File: config.mk
export PLATFORM = sky130hd
export DESIGN_NAME = terminal_status_flags
export DESIGN_NICKNAME = d
export VERILOG_FILES = /design/src/rtl/status_flags_pkg.sv /design/src/rtl/sticky_flag.sv /design/src/rtl/terminal_status_flags.sv
export SDC_FILE = /design/constraint.sdc
export NUM_CORES = 1
export LEC_CHECK = 0
export BUFFER_PORTS_ARGS = -buffer_cell sky130_fd_sc_hd__buf_2
export CAP_MARGIN = 20
export CORE_AREA = 2 2 48 50
export DETAILED_ROUTE_END_ITERATION = 8
export DIE_AREA = 0 0 50 52
export PLACE_DENSITY = 0.77
export SLEW_MARGIN = 20
export SYNTH_ARGS = -nofsm -noshare
export SYNTH_HDL_FRONTEND = slang
export SYNTH_SLANG_ARGS = --single-unit
File: constraint.sdc
create_clock -name clk -period 1 [get_ports clk]
set_input_delay 0.2 -clock clk [delete_from_list [all_inputs] [get_ports clk]]
set_output_delay 0.2 -clock clk [all_outputs]
set_load 0.01 [all_outputs]
File: src/rtl/status_flags_pkg.sv
package status_flags_pkg;
	// register offset of the master status and reset register
	localparam logic [15:0] MASTER_STATUS_OFFSET = 16'h0001;
	localparam logic [15:0] MASTER_STATUS_RESET = 16'h0000;
	// field positions in the low flag bits
	localparam int BIT_BC_MSG_IN_PROGRESS = 9;
	localparam int BIT_BC_RUNNING = 8;
	localparam int BIT_MONITOR_MSG_IN_PROGRESS = 7;
	localparam int BIT_TERMINAL_MSG_IN_PROGRESS = 4;
	localparam int BIT_TERMINAL_BUS_INHIBITED = 2;
	localparam int BIT_EEPROM_CHECKSUM_ERROR = 1;
	localparam int BIT_RAM_INIT_FAIL = 0;
	// hardware pending interrupt bits raised alongside the error flags
	localparam int HW_PEND_CHECKSUM_BIT = 14;
	localparam int HW_PEND_RAM_INIT_BIT = 13;
	localparam int FLAG_WIDTH = 10;

	// events reported by the terminal engines
	typedef struct packed {
		logic bc_msg_start;
		logic bc_msg_done;
		logic bc_running;
		logic monitor_cmd_valid;
		logic monitor_msg_done;
		logic terminal_cmd_valid;
		logic terminal_msg_done;
		logic bus_shutdown_cmd;
		logic bus_shutdown_override_cmd;
		logic checksum_fail;
		logic ram_verify_fail;
	} status_events_t;
endpackage

File: src/rtl/sticky_flag.sv
`timescale 1ns/1ps
`default_nettype none
// one status flag: set by an event, cleared by another, set wins
module sticky_flag
	import status_flags_pkg::*;
(
	input wire logic clk,
	input wire logic reset_n,
	input wire logic set,
	input wire logic clear,
	output logic flag
);
	// set has priority over a clear in the same cycle
	always_ff @(posedge clk or negedge reset_n)
	begin
		if (!reset_n)
			flag <= 1'b0;
		else if (set)
			flag <= 1'b1;
		else if (clear)
			flag <= 1'b0;
	end
endmodule
`default_nettype wire

File: src/rtl/terminal_status_flags.sv
// Operation
// - bit 9 high until BC message fully completes
// - bit 8 high while BC enabled, running
// - bit 7 set on monitor command, cleared after
// - bit 4 set on terminal command, cleared after
// - bits 6, 5, 3 read zero
// - bit 2 high while shutdown inhibits bus
// - shutdown ends on override, reset, terminal soft reset
// - checksum failure sets bit 1, pending 14
// - RAM mismatch sets bit 0, pending 13
// - error flags need auto-init pin at reset
// - master reset clears; soft resets leave error flags
`timescale 1ns/1ps
`default_nettype none
module terminal_status_flags
	import status_flags_pkg::*;
#(
	parameter int SYNC_STAGES = 2
)
(
	input wire logic clk,
	input wire logic reset_n,
	input wire logic auto_init_enable_pin,
	input wire status_events_t events,
	input wire logic terminal_soft_reset_bit,
	input wire logic monitor_soft_reset_bit,
	output logic [15:0] master_status_low_flags,
	output logic [15:0] hw_pending_set
);
	// strap capture and soft reset edge
	logic [SYNC_STAGES-1:0] auto_sync;
	logic auto_init_armed;
	logic armed_taken;
	logic terminal_soft_q;
	logic terminal_soft_rise;
	// internal flags before the snapshot
	logic bc_msg_in_progress;
	logic bc_running;
	logic monitor_msg_in_progress;
	logic terminal_msg_in_progress;
	logic terminal_bus_inhibited;
	logic eeprom_checksum_error;
	logic ram_init_fail;
	// next values and strobes
	logic shutdown_clear;
	logic next_checksum;
	logic next_ram_fail;
	logic [15:0] next_status;
	logic [15:0] next_pending;

	// the strap must pass two flops before any logic reads it
	if (SYNC_STAGES < 2)
	begin : g_sync_check
		$error("terminal_status_flags: SYNC_STAGES below two");
	end

	// every flag must sit in the low flag field, pending bits in their word
	if (BIT_BC_MSG_IN_PROGRESS >= FLAG_WIDTH || BIT_BC_RUNNING >= FLAG_WIDTH
		|| BIT_MONITOR_MSG_IN_PROGRESS >= FLAG_WIDTH || BIT_TERMINAL_MSG_IN_PROGRESS >= FLAG_WIDTH
		|| BIT_TERMINAL_BUS_INHIBITED >= FLAG_WIDTH || BIT_EEPROM_CHECKSUM_ERROR >= FLAG_WIDTH
		|| BIT_RAM_INIT_FAIL >= FLAG_WIDTH || HW_PEND_CHECKSUM_BIT >= $bits(hw_pending_set)
		|| HW_PEND_RAM_INIT_BIT >= $bits(hw_pending_set))
	begin : g_field_check
		$error("terminal_status_flags: field position out of range");
	end

	// the two pending bits must not share a position
	if (HW_PEND_CHECKSUM_BIT == HW_PEND_RAM_INIT_BIT)
	begin : g_pend_check
		$error("terminal_status_flags: pending bits overlap");
	end

	// plain synchroniser, no reset: it keeps sampling while reset is held,
	// so its last stage carries the pin level from just before release
	always_ff @(posedge clk)
	begin
		auto_sync <= {auto_sync[SYNC_STAGES-2:0], auto_init_enable_pin};
	end

	// latch the strap once, at the first edge after master reset; error
	// events before that edge are not yet armed and are dropped
	always_ff @(posedge clk or negedge reset_n)
	begin
		if (!reset_n)
		begin
			auto_init_armed <= 1'b0;
			armed_taken <= 1'b0;
		end
		else if (!armed_taken)
		begin
			auto_init_armed <= auto_sync[SYNC_STAGES-1];
			armed_taken <= 1'b1;
		end
	end

	// rising edge of the terminal soft reset bit
	always_ff @(posedge clk or negedge reset_n)
	begin
		if (!reset_n)
			terminal_soft_q <= 1'b0;
		else
			terminal_soft_q <= terminal_soft_reset_bit;
	end

	// a soft reset ends a shutdown once, on the bit's rising edge; the edge
	// register resets low, the bit's idle level, so reset makes no false edge
	assign terminal_soft_rise = terminal_soft_reset_bit & ~terminal_soft_q;

	// override command or terminal soft reset lift the bus inhibit
	assign shutdown_clear = events.bus_shutdown_override_cmd | terminal_soft_rise;

	// controller message flag; a start and a done in one cycle leave it set
	sticky_flag u_bc_mip (
		.clk(clk),
		.reset_n(reset_n),
		.set(events.bc_msg_start),
		.clear(events.bc_msg_done),
		.flag(bc_msg_in_progress)
	);

	// monitor message flag, set on a decoded command
	sticky_flag u_mon_mip (
		.clk(clk),
		.reset_n(reset_n),
		.set(events.monitor_cmd_valid),
		.clear(events.monitor_msg_done),
		.flag(monitor_msg_in_progress)
	);

	// terminal message flag, set on a command for this terminal
	sticky_flag u_term_mip (
		.clk(clk),
		.reset_n(reset_n),
		.set(events.terminal_cmd_valid),
		.clear(events.terminal_msg_done),
		.flag(terminal_msg_in_progress)
	);

	// bus inhibit flag, set by shutdown, lifted by override or terminal soft reset
	sticky_flag u_inhibit (
		.clk(clk),
		.reset_n(reset_n),
		.set(events.bus_shutdown_cmd),
		.clear(shutdown_clear),
		.flag(terminal_bus_inhibited)
	);

	// running flag follows the controller, registered in this domain;
	// it is a level, so it needs no set and clear pairing
	always_ff @(posedge clk or negedge reset_n)
	begin
		if (!reset_n)
			bc_running <= 1'b0;
		else
			bc_running <= events.bc_running;
	end

	// error events count only when the strap was high at master reset,
	// and only once the strap has been latched
	assign next_checksum = armed_taken & auto_init_armed & events.checksum_fail;
	assign next_ram_fail = armed_taken & auto_init_armed & events.ram_verify_fail;

	// checksum error flag, held until master reset; soft resets leave it
	always_ff @(posedge clk or negedge reset_n)
	begin
		if (!reset_n)
			eeprom_checksum_error <= 1'b0;
		else if (next_checksum)
			eeprom_checksum_error <= 1'b1;
	end

	// ram init fail flag, held until master reset; soft resets leave it
	always_ff @(posedge clk or negedge reset_n)
	begin
		if (!reset_n)
			ram_init_fail <= 1'b0;
		else if (next_ram_fail)
			ram_init_fail <= 1'b1;
	end

	// pending interrupt set word: one-cycle pulses beside the error flags
	always_comb
	begin
		next_pending = MASTER_STATUS_RESET;
		next_pending[HW_PEND_CHECKSUM_BIT] = next_checksum;
		next_pending[HW_PEND_RAM_INIT_BIT] = next_ram_fail;
	end

	// registered so each pulse stands in the cycle its flag sets
	always_ff @(posedge clk or negedge reset_n)
	begin
		if (!reset_n)
			hw_pending_set <= MASTER_STATUS_RESET;
		else
			hw_pending_set <= next_pending;
	end

	// assemble the status word; reserved bits and bits 15 to 10 stay zero
	always_comb
	begin
		next_status = MASTER_STATUS_RESET;
		next_status[BIT_BC_MSG_IN_PROGRESS] = bc_msg_in_progress;
		next_status[BIT_BC_RUNNING] = bc_running;
		next_status[BIT_MONITOR_MSG_IN_PROGRESS] = monitor_msg_in_progress;
		next_status[BIT_TERMINAL_MSG_IN_PROGRESS] = terminal_msg_in_progress;
		next_status[BIT_TERMINAL_BUS_INHIBITED] = terminal_bus_inhibited;
		next_status[BIT_EEPROM_CHECKSUM_ERROR] = eeprom_checksum_error;
		next_status[BIT_RAM_INIT_FAIL] = ram_init_fail;
	end

	// snapshot the host serial port reads; every bit taken on one edge
	// keeps a read coherent while events arrive
	always_ff @(posedge clk or negedge reset_n)
	begin
		if (!reset_n)
			master_status_low_flags <= MASTER_STATUS_RESET;
		else
			master_status_low_flags <= next_status;
	end

	// the monitor soft reset touches none of these flags
	logic unused_monitor_soft;
	assign unused_monitor_soft = monitor_soft_reset_bit;
endmodule
`default_nettype wire

# Yosys cells after proc, flatten, opt, wreduce, memory -nomap -nowiden
# Index checks and enable logic that the tools add are counted.
totals:
  out_inout_bits: 32
  elab_cells: 31
  reg_bits: 21
  input_bits: 16
op_classes:
  n_reduce_logical: 4
  n_mux: 8
  bitwise_logic: 6
op_table:
  columns: ["op", "n"]
  rows:
  - ["2-to-1 mux 1 bit", 8]
  - ["nonzero test 2 bit", 4]
  - ["AND 1 bit", 4]
  - ["NOT 1 bit", 1]
  - ["bitwise OR 1 bit", 1]

# Longest topological paths before layout
# Gate-level depths: netlist of the first run.
depth:
  depth_word: 5
  ltp_mapped: 2
  depth_no_buf: 2

# Hierarchy
# From an unflattened synthesis of the first run, not the netlist that was laid out.
unflattened:
  hier_cells: 61
  hier_area_um2: 793.3
modules_own_cells:
  columns: ["mod", "seq_area_each_um2", "cells_each", "instances", "area_per_inst_um2"]
  rows:
  - ["terminal_status_flags", 415.4, 49, 1, 648.1]
  - ["sticky_flag", 25.0, 3, 4, 36.3]

# Least setup slack after synthesis of the first run
# OpenSTA, ideal clock, no wires.
synth_timing:
  path_kind: "register to register"
  from: "register armed_taken"
  to: "register eeprom_checksum_error"
  arrival_ns: 0.723
  path_stages_with_launch: 3
  synth_period_minus_slack_ns: 0.848
  setup_ns: 0.124
  setup_slack_ns: 0.152
  path_buffers: 0
  path_cell_list: "dfrtp_1 and3_4 or2_1"
synth_between:
  elab_chain_cells: 2
synth_lines:
  columns: ["element", "line_no", "rtl"]
  rows:
  - ["start: declaration", "terminal_status_flags.sv:33", "logic armed_taken;"]
  - ["start signal: assignment", "terminal_status_flags.sv:87", "armed_taken <= 1'b0;"]
  - ["start signal: assignment", "terminal_status_flags.sv:92", "armed_taken <= 1'b1;"]
  - ["AND 1 bit (2 in a row)", "terminal_status_flags.sv:160", "assign next_checksum = armed_taken & auto_init_armed & events.checksum_fail;"]
  - ["net next_checksum", "terminal_status_flags.sv:46", "logic next_checksum;"]
  - ["end signal: assignment", "terminal_status_flags.sv:167", "eeprom_checksum_error <= 1'b0;"]
  - ["end signal: assignment", "terminal_status_flags.sv:169", "eeprom_checksum_error <= 1'b1;"]
  - ["end: declaration", "terminal_status_flags.sv:42", "logic eeprom_checksum_error;"]
# The timed path passes the listed nets, and every way through them passes these cells.
# A chain may end at the register's enable or synchronous reset.

# Worst setup path in the final report of the first run
layout_timing:
  from: "register master_status_low_flags[4]"
  to: "output port master_status_low_flags[4]"
layout_lines:
  columns: ["element", "line_no", "rtl"]
  rows:
  - ["start: declaration", "terminal_status_flags.sv:27", "output logic [15:0] master_status_low_flags,"]
  - ["start signal: assignment", "terminal_status_flags.sv:218", "master_status_low_flags <= next_status;"]
# No word-level cell between the ends.

==> results of run 1 <==
==> power by group <==
part           internal [mW]  switching [mW]  leakage [nW]
Combinational         0.0591          0.0844         0.236
Sequential             0.891          0.0161         0.224
Clock                  0.156           0.230        0.0150
Total                   1.11           0.330         0.475
==> cells in the mapped netlist, drive strengths merged <==
master  instances  share of area
a21o            3          0.028
a31o            1          0.011
nand2b          1         0.0079
conb            2         0.0095
dfxtp           2          0.050
mux2            1          0.014
and3            2          0.028
buf            23           0.22
dfrtp          19           0.60
inv             4          0.019
or2             2          0.016
==> per-stage QoR <==
stage	TNS, ps	total power [mW]	worst slack (ps)	utilization
floorplan	0	1.06	152	-
global placement	0	1.05	138	0.406
detailed placement	0	1.06	115	0.406
CTS	-132	1.45	-25.0	0.433
global route	-395	1.52	-57.0	0.436
finish	-22.2	1.44	-7.09	0.436
==> how the worst min path moves through the flow <==
stage	start	endpoint	slack (ps)	cells after the start
final	terminal_soft_reset_bit	terminal_soft_q$_DFF_PN0_	20	1
after floorplan	reset_n	armed_taken$_DFF_PN0_	-100	0
after global routing	terminal_soft_reset_bit	terminal_soft_q$_DFF_PN0_	0.9	1
after CTS	terminal_soft_reset_bit	terminal_soft_q$_DFF_PN0_	8	1
after detailed placement	reset_n	ram_init_fail$_DFFE_PN0P_	150	1
after global placement	reset_n	master_status_low_flags[0]$_DFF_PN0_	140	1
==> cells in the final DEF (no fill, tap or decap), drive strengths merged <==
cell         synthesis  final
a21o                 3      3
dlygate4sd3          0      3
clkbuf               0      4
dfrtp               19     19
conb                 2     24
mux2                 1      1
buf                 23     23
nand2b               1      1
inv                  4      4
or2                  2      2
dfxtp                2      2
a31o                 1      1
and3                 2      2
==> metal layers <==
layer  GRT usage  wire (um)  vias to the layer above
met5           0          0                        -
met1      0.0741        331                      192
met4      0.0694         32                        0
li1            -          -                      196
met2       0.129        456                       30
met3      0.0316        119                        3
==> sequential cells by signal, summed over array words and instances (netlist names) <==
signal                   cells
eeprom_checksum_error        1
bc_running                   1
u_term_mip.flag              1
armed_taken                  1
auto_sync                    2
auto_init_armed              1
terminal_soft_q              1
ram_init_fail                1
u_mon_mip.flag               1
master_status_low_flags      7
u_inhibit.flag               1
u_bc_mip.flag                1
hw_pending_set               2
==> cell type report <==
type	count	area [sq um]
fillers	207	1190
multi-input cells	34	174
inverters	4	15.0
well taps	28	35.0
clock buffers	4	26.3
flip-flops and latches	21	515
repair buffers	26	151
==> kinds of logic after synthesis <==
group	after synthesis	share of synthesized area
DFF	21	0.649
buffers and inverters	27	0.236
AOI/OAI and AO/OA	4	0.0394
and+or+nand+nor	5	0.0520
other	2	0.00945
muxes	1	0.0142
==> repair_timing <==
action / in CTS / in global routing
pin swaps: 0 / 0
hold buffers: 3 / 0
endpoints found under the setup margin: 9 / 9
gates resized for setup: 0 / 1
endpoints found under the hold margin: 21 / 0
==> metrics.md, run 1 <==
| Metric | Value |
|---|---|
| Std-Cell Rows | 17 |
| Max Clock Freq | 0.993 GHz |
| Max-slew violations | 0 |
| Setup crit start | master_status_low_flags[4]$_DFF_PN0_ |
| Critical-path cell list | buf_2 |
| Vias | 421 |
| Setup WS post-layout | -7.09 ps |
| CTS sink cnt | 21 |
| Nets | 106 |
| Crit path capture type | primary output |
| GRT Total Usage | 0.0780 |
| Status | complete, but fails checks |
| Worst Clk Skew | 4.90 ps |
| Vias per Instance | 3.60 |
| Period minus WS final | 1010 ps |
| Vias in the first global route | 345 |
| Final Instance Area | 917 sq um |
| First-pass GRT wire length | 1410 um |
| ANT nets after route | 0 |
| DRC | 0 |
| Crit-path leading delay family | flip-flops |
| Crit Path Max Fanout | 1 |
| Placed instance area | 855 sq um |
| Leak pwr | 0.475 nW |
| CP bufs+invs | 1 |
| Yosys warns | 0 |
| Antenna cells | 0 |
| Failing checks | negative setup slack |
| Reg2Reg Depth | 2 |
| VDD IR max | 0.590 mV |
| Post-CTS Setup Bufs | 0 |
| Cells after DPL | 110 |
| Placer Congestion | 0.605 |
| Final period utilization | 1.01 |
| Req. time, crit path | 800 ps |
| CTS tree | yes |
| Core area | 2110 sq um |
| Slowest Stage Delay on Critical Path | 370 ps |
| CP max-delay cell | dfrtp_1 |
| Yosys reg bits | 21 |
| Sequential element share of the synthesized area | 0.649 |
| Pre-antenna DRT Iters | 1 |
| Fraction of layout cells with a size suffix above 1 | 0.315 |
| Die area | 2600 sq um |
| CP Class | reg2out |
| Worst EP arrival | 810 ps |
| Final setup fails | 5 |
| Cells after Synth | 60 |
| Die W | 50 um |
| R2r startpoint | armed_taken$_DFF_PN0_ |
| Antenna violations before repair | 0 |
| Synth cell types | 11 |
| Chip Height | 52 um |
| R2R Path End | ram_init_fail$_DFFE_PN0P_ |
| WL final | 939 um |
| RSZ-0062 raised after global routing | yes |
| WHS | 16.9 ps |
| PortBufs | 23 |
| Max-cap violations | 0 |
| H-Tree Level Count | 1 |
| Num CTS Buffers | 3 |
| Post-route insts no fill | 117 |
| CTS max path bufs | 2 |
| Root Buffer | clkbuf_4 |
| Post-synthesis average cell area | 13.2 sq um |
| Initial Util | 0.377 |
| Worst-path clk slew | 100 ps |
| Clk Latency, worst-skew pair | 300 ps |
| Largest net degree at the start of global routing | 20 |
| Stages on the worst setup path | 1 |
| Avg WL per Cell | 8.03 um |
| Final-report hold violation count | 0 |
| HP Class | in2reg |
| I/O pins | 48 |
| GRT overflow | 0 |
| Startpoint Class | flip-flop |
| Hpwl dp | 771 um |
| DR iter-0 viols | 0 |
| Mapped cell area | 795 sq um |
| Reg-to-reg slack, setup | 110 ps |
| Crit path to | master_status_low_flags[4] |
| Power density cells | 1570 nW/um^2 |
| Synth-to-Final Area Change | 15.4% |
Power figures use the tool's default switching activity.
==> run 2: changes to the inputs <==
--- a/config.mk
+++ b/config.mk
@@ -5,7 +5,7 @@
 export SDC_FILE = /design/constraint.sdc
 export NUM_CORES = 1
 export LEC_CHECK = 0
-export BUFFER_PORTS_ARGS = -buffer_cell sky130_fd_sc_hd__buf_2
+export BUFFER_PORTS_ARGS = -buffer_cell sky130_fd_sc_hd__buf_4
 export CAP_MARGIN = 20
 export CORE_AREA = 2 2 48 50
 export DETAILED_ROUTE_END_ITERATION = 8
==> run 2 against run 1 <==
Net effect:
- clock-buffer cell count decreased by 1
- wire length rose by 5.5%
- via count fell by 2.6%
- die area is the same
- final area rose by 9.4%
- setup slack better by 2.6 ps
- sequential share of layout area is 4.8 points lower
- critical endpoint is now master_status_low_flags[0]
- the run still ends with negative setup slack left
- cell count unchanged
- first-iteration DRC count increased by 2
==> metrics.md, run 2 (synthesis gave the netlist of run 1 again) <==
| Metric | Value |
|---|---|
| Final period utilization | 1.00 (was 1.01) |
| Nets | 106 (unchanged) |
| I/O pins | 48 (unchanged) |
| Leak pwr | 0.509 nW (was 0.475 nW) |
| Synth-to-Final Area Change | 26.3% (was 15.4%) |
| Crit Path Max Fanout | 1 (unchanged) |
| Largest reg by FF count | master_status_low_flags (unchanged) |
| Final core utilization | 0.477 (was 0.436) |
| Hpwl dp | 799 um (was 771 um) |
| GRT overflow | 0 (unchanged) |
| Num CTS Buffers | 3 (unchanged) |
| Post-place setup slack | 116 ps (was 115 ps) |
| Max-cap violations | 0 (unchanged) |
| VDD IR max | 0.476 mV (was 0.590 mV) |
| Setup WS post-layout | -4.45 ps (was -7.09 ps) |
| Antenna violations before repair | 0 (unchanged) |
| Antenna cells | 0 (unchanged) |
| Root Buffer | clkbuf_4 (unchanged) |
| Power density cells | 1460 nW/um^2 (was 1570 nW/um^2) |
| Largest registers | master_status_low_flags: 7 flops, auto_sync: 2 flops, hw_pending_set: 2 flops (unchanged) |
| Crit-path leading delay family | flip-flops (unchanged) |
| Largest net degree at the start of global routing | 20 (unchanged) |
| Pre-antenna DRT Iters | 2 (was 1) |
| PortBufs | 23 (unchanged) |
| Initial Util | 0.377 (unchanged) |
| Cells after DPL | 110 (unchanged) |
| Max-slew violations | 0 (unchanged) |
| GRT Total Usage | 0.0893 (was 0.0780) |
| DR iter-0 viols | 2 (was 0) |
| DRC | 0 (unchanged) |
| Most common cell after layout, fill and taps aside | conb_1 (unchanged) |
| Vias | 410 (was 421) |
| Chip Height | 52 um (unchanged) |
| Area of the multi-input gates | 174 sq um (unchanged) |
| Worst EP arrival | 800 ps (was 810 ps) |
| First-pass GRT wire length | 1660 um (was 1410 um) |
| WL final | 991 um (was 939 um) |
| HP Class | in2reg (unchanged) |
| Startpoint Class | flip-flop (unchanged) |
| RSZ-0062 raised after global routing | yes (unchanged) |
| Register area | 515 sq um (unchanged) |
| Most frequent cells in the layout | conb_1 (24), dfrtp_1 (19), buf_4 (14), buf_6 (9), inv_1 (4) (was conb_1 (24), buf_2 (22), dfrtp_1 (19), inv_1 (4)) |
| Final-report hold violation count | 0 (unchanged) |
| Req. time, crit path | 800 ps (about the same) |
| Fraction of layout cells with a size suffix above 1 | 0.326 (was 0.315) |
| Period minus WS final | 1000 ps (was 1010 ps) |
| CP max-delay cell | dfrtp_1 (unchanged) |
| CP bufs+invs | 1 (unchanged) |
| Avg WL per Cell | 8.47 um (was 8.03 um) |
| Vias per Instance | 3.50 (was 3.60) |
| Max reg flops | 7 (unchanged) |
| Failing checks | negative setup slack (unchanged) |
| Final setup fails | 4 (was 5) |
| Worst Clk Skew | 4.61 ps (was 4.90 ps) |
| Vias in the first global route | 411 (was 345) |
| Die W | 50 um (unchanged) |
| Placer Congestion | 0.625 (was 0.605) |
| Clk Latency, worst-skew pair | 290 ps (was 300 ps) |
| Slowest Stage Delay on Critical Path | 390 ps (was 370 ps) |
| CTS max path bufs | 2 (unchanged) |
| Worst-path clk slew | 110 ps (was 100 ps) |
| Max Clock Freq | 0.996 GHz (was 0.993 GHz) |
| H-Tree Level Count | 1 (unchanged) |
| Status | complete, but fails checks (unchanged) |
| CP Class | reg2out (unchanged) |
| CTS sink cnt | 21 (unchanged) |
| Std-Cell Rows | 17 (unchanged) |
| Post-route insts no fill | 117 (unchanged) |
| Crit path capture type | primary output (unchanged) |
| Fill cells | 180 (was 207) |
| Die area | 2600 sq um (unchanged) |
| Core area | 2110 sq um (unchanged) |
| CTS tree | yes (unchanged) |
| ANT nets after route | 0 (unchanged) |
| Critical-path cell list | buf_6 (was buf_2) |
==> run 2: changes by cell type in the layout (fill, tap and decap cells not counted), sizes merged <==
| cell | change |
|---|---|
| clkbuf | -1 |
| clkinv | +1 |
==> run 2: final timing paths <==
kind	slack (ps)	end	cells after the start	from
min reg2reg	340	auto_sync[1]$_DFF_P_	0	auto_sync[0]$_DFF_P_
max reg2reg	110	eeprom_checksum_error$_DFFE_PN0P_	2	armed_taken$_DFF_PN0_
max	-4	master_status_low_flags[0]	1	master_status_low_flags[0]$_DFF_PN0_
min in group asynchronous	290	master_status_low_flags[0]$_DFF_PN0_	2	reset_n
max in group asynchronous	520	bc_running$_DFF_PN0_	2	reset_n
min	20	terminal_soft_q$_DFF_PN0_	1	terminal_soft_reset_bit
==> run 2: what timing repair did <==
| action | in CTS | in global routing |
|---|---|---|
| cloned | 0 | 0 |
| hold buffers | 2 | 1 |
| hold endpoints to repair | 20 | 1 |
| resized for setup | 9 | 0 |
| endpoints found under the setup margin | 9 | 9 |
| setup buffers | 0 | 0 |
==> run 2: final cells by class <==
cell class	instances	area share
sequential	21	0.514
timing repair buffer	26	0.236
tap	28	0.0349
multi-input combinational	34	0.173
inverter	4	0.0150
clock inverter	1	0.00499
clock buffer	3	0.0224
==> run 2: metrics by stage <==
| stage | instance area [sq um] | total power [mW] | setup TNS, ps | hold WS (ps) |
|---|---|---|---|---|
| floorplan | 877 | 1.06 | 0 | -95.6 |
| CTS | 993 | 1.49 | -146 | 5.30 |
| detailed placement | 912 | 1.08 | 0 | 80.4 |
| global placement | 912 | 1.08 | 0 | 76.4 |
| finish | 1000 | 1.47 | -12.6 | 20.1 |
| global route | 1000 | 1.56 | -466 | 3.65 |
==> run 2: where the power goes <==
group	switching (mW)	internal [mW]
registers	0.0194	0.891
clock network	0.233	0.149
logic	0.0857	0.0911
==> run 2: metal layers <==
metal | track usage | part of all wire | up-vias
li1 | - | - | 194
met1 | 0.0872 | 0.36 | 187
met2 | 0.162 | 0.52 | 27
met3 | 0.0287 | 0.11 | 2
met4 | 0.0556 | 0.010 | 0
met5 | 0 | 0 | -
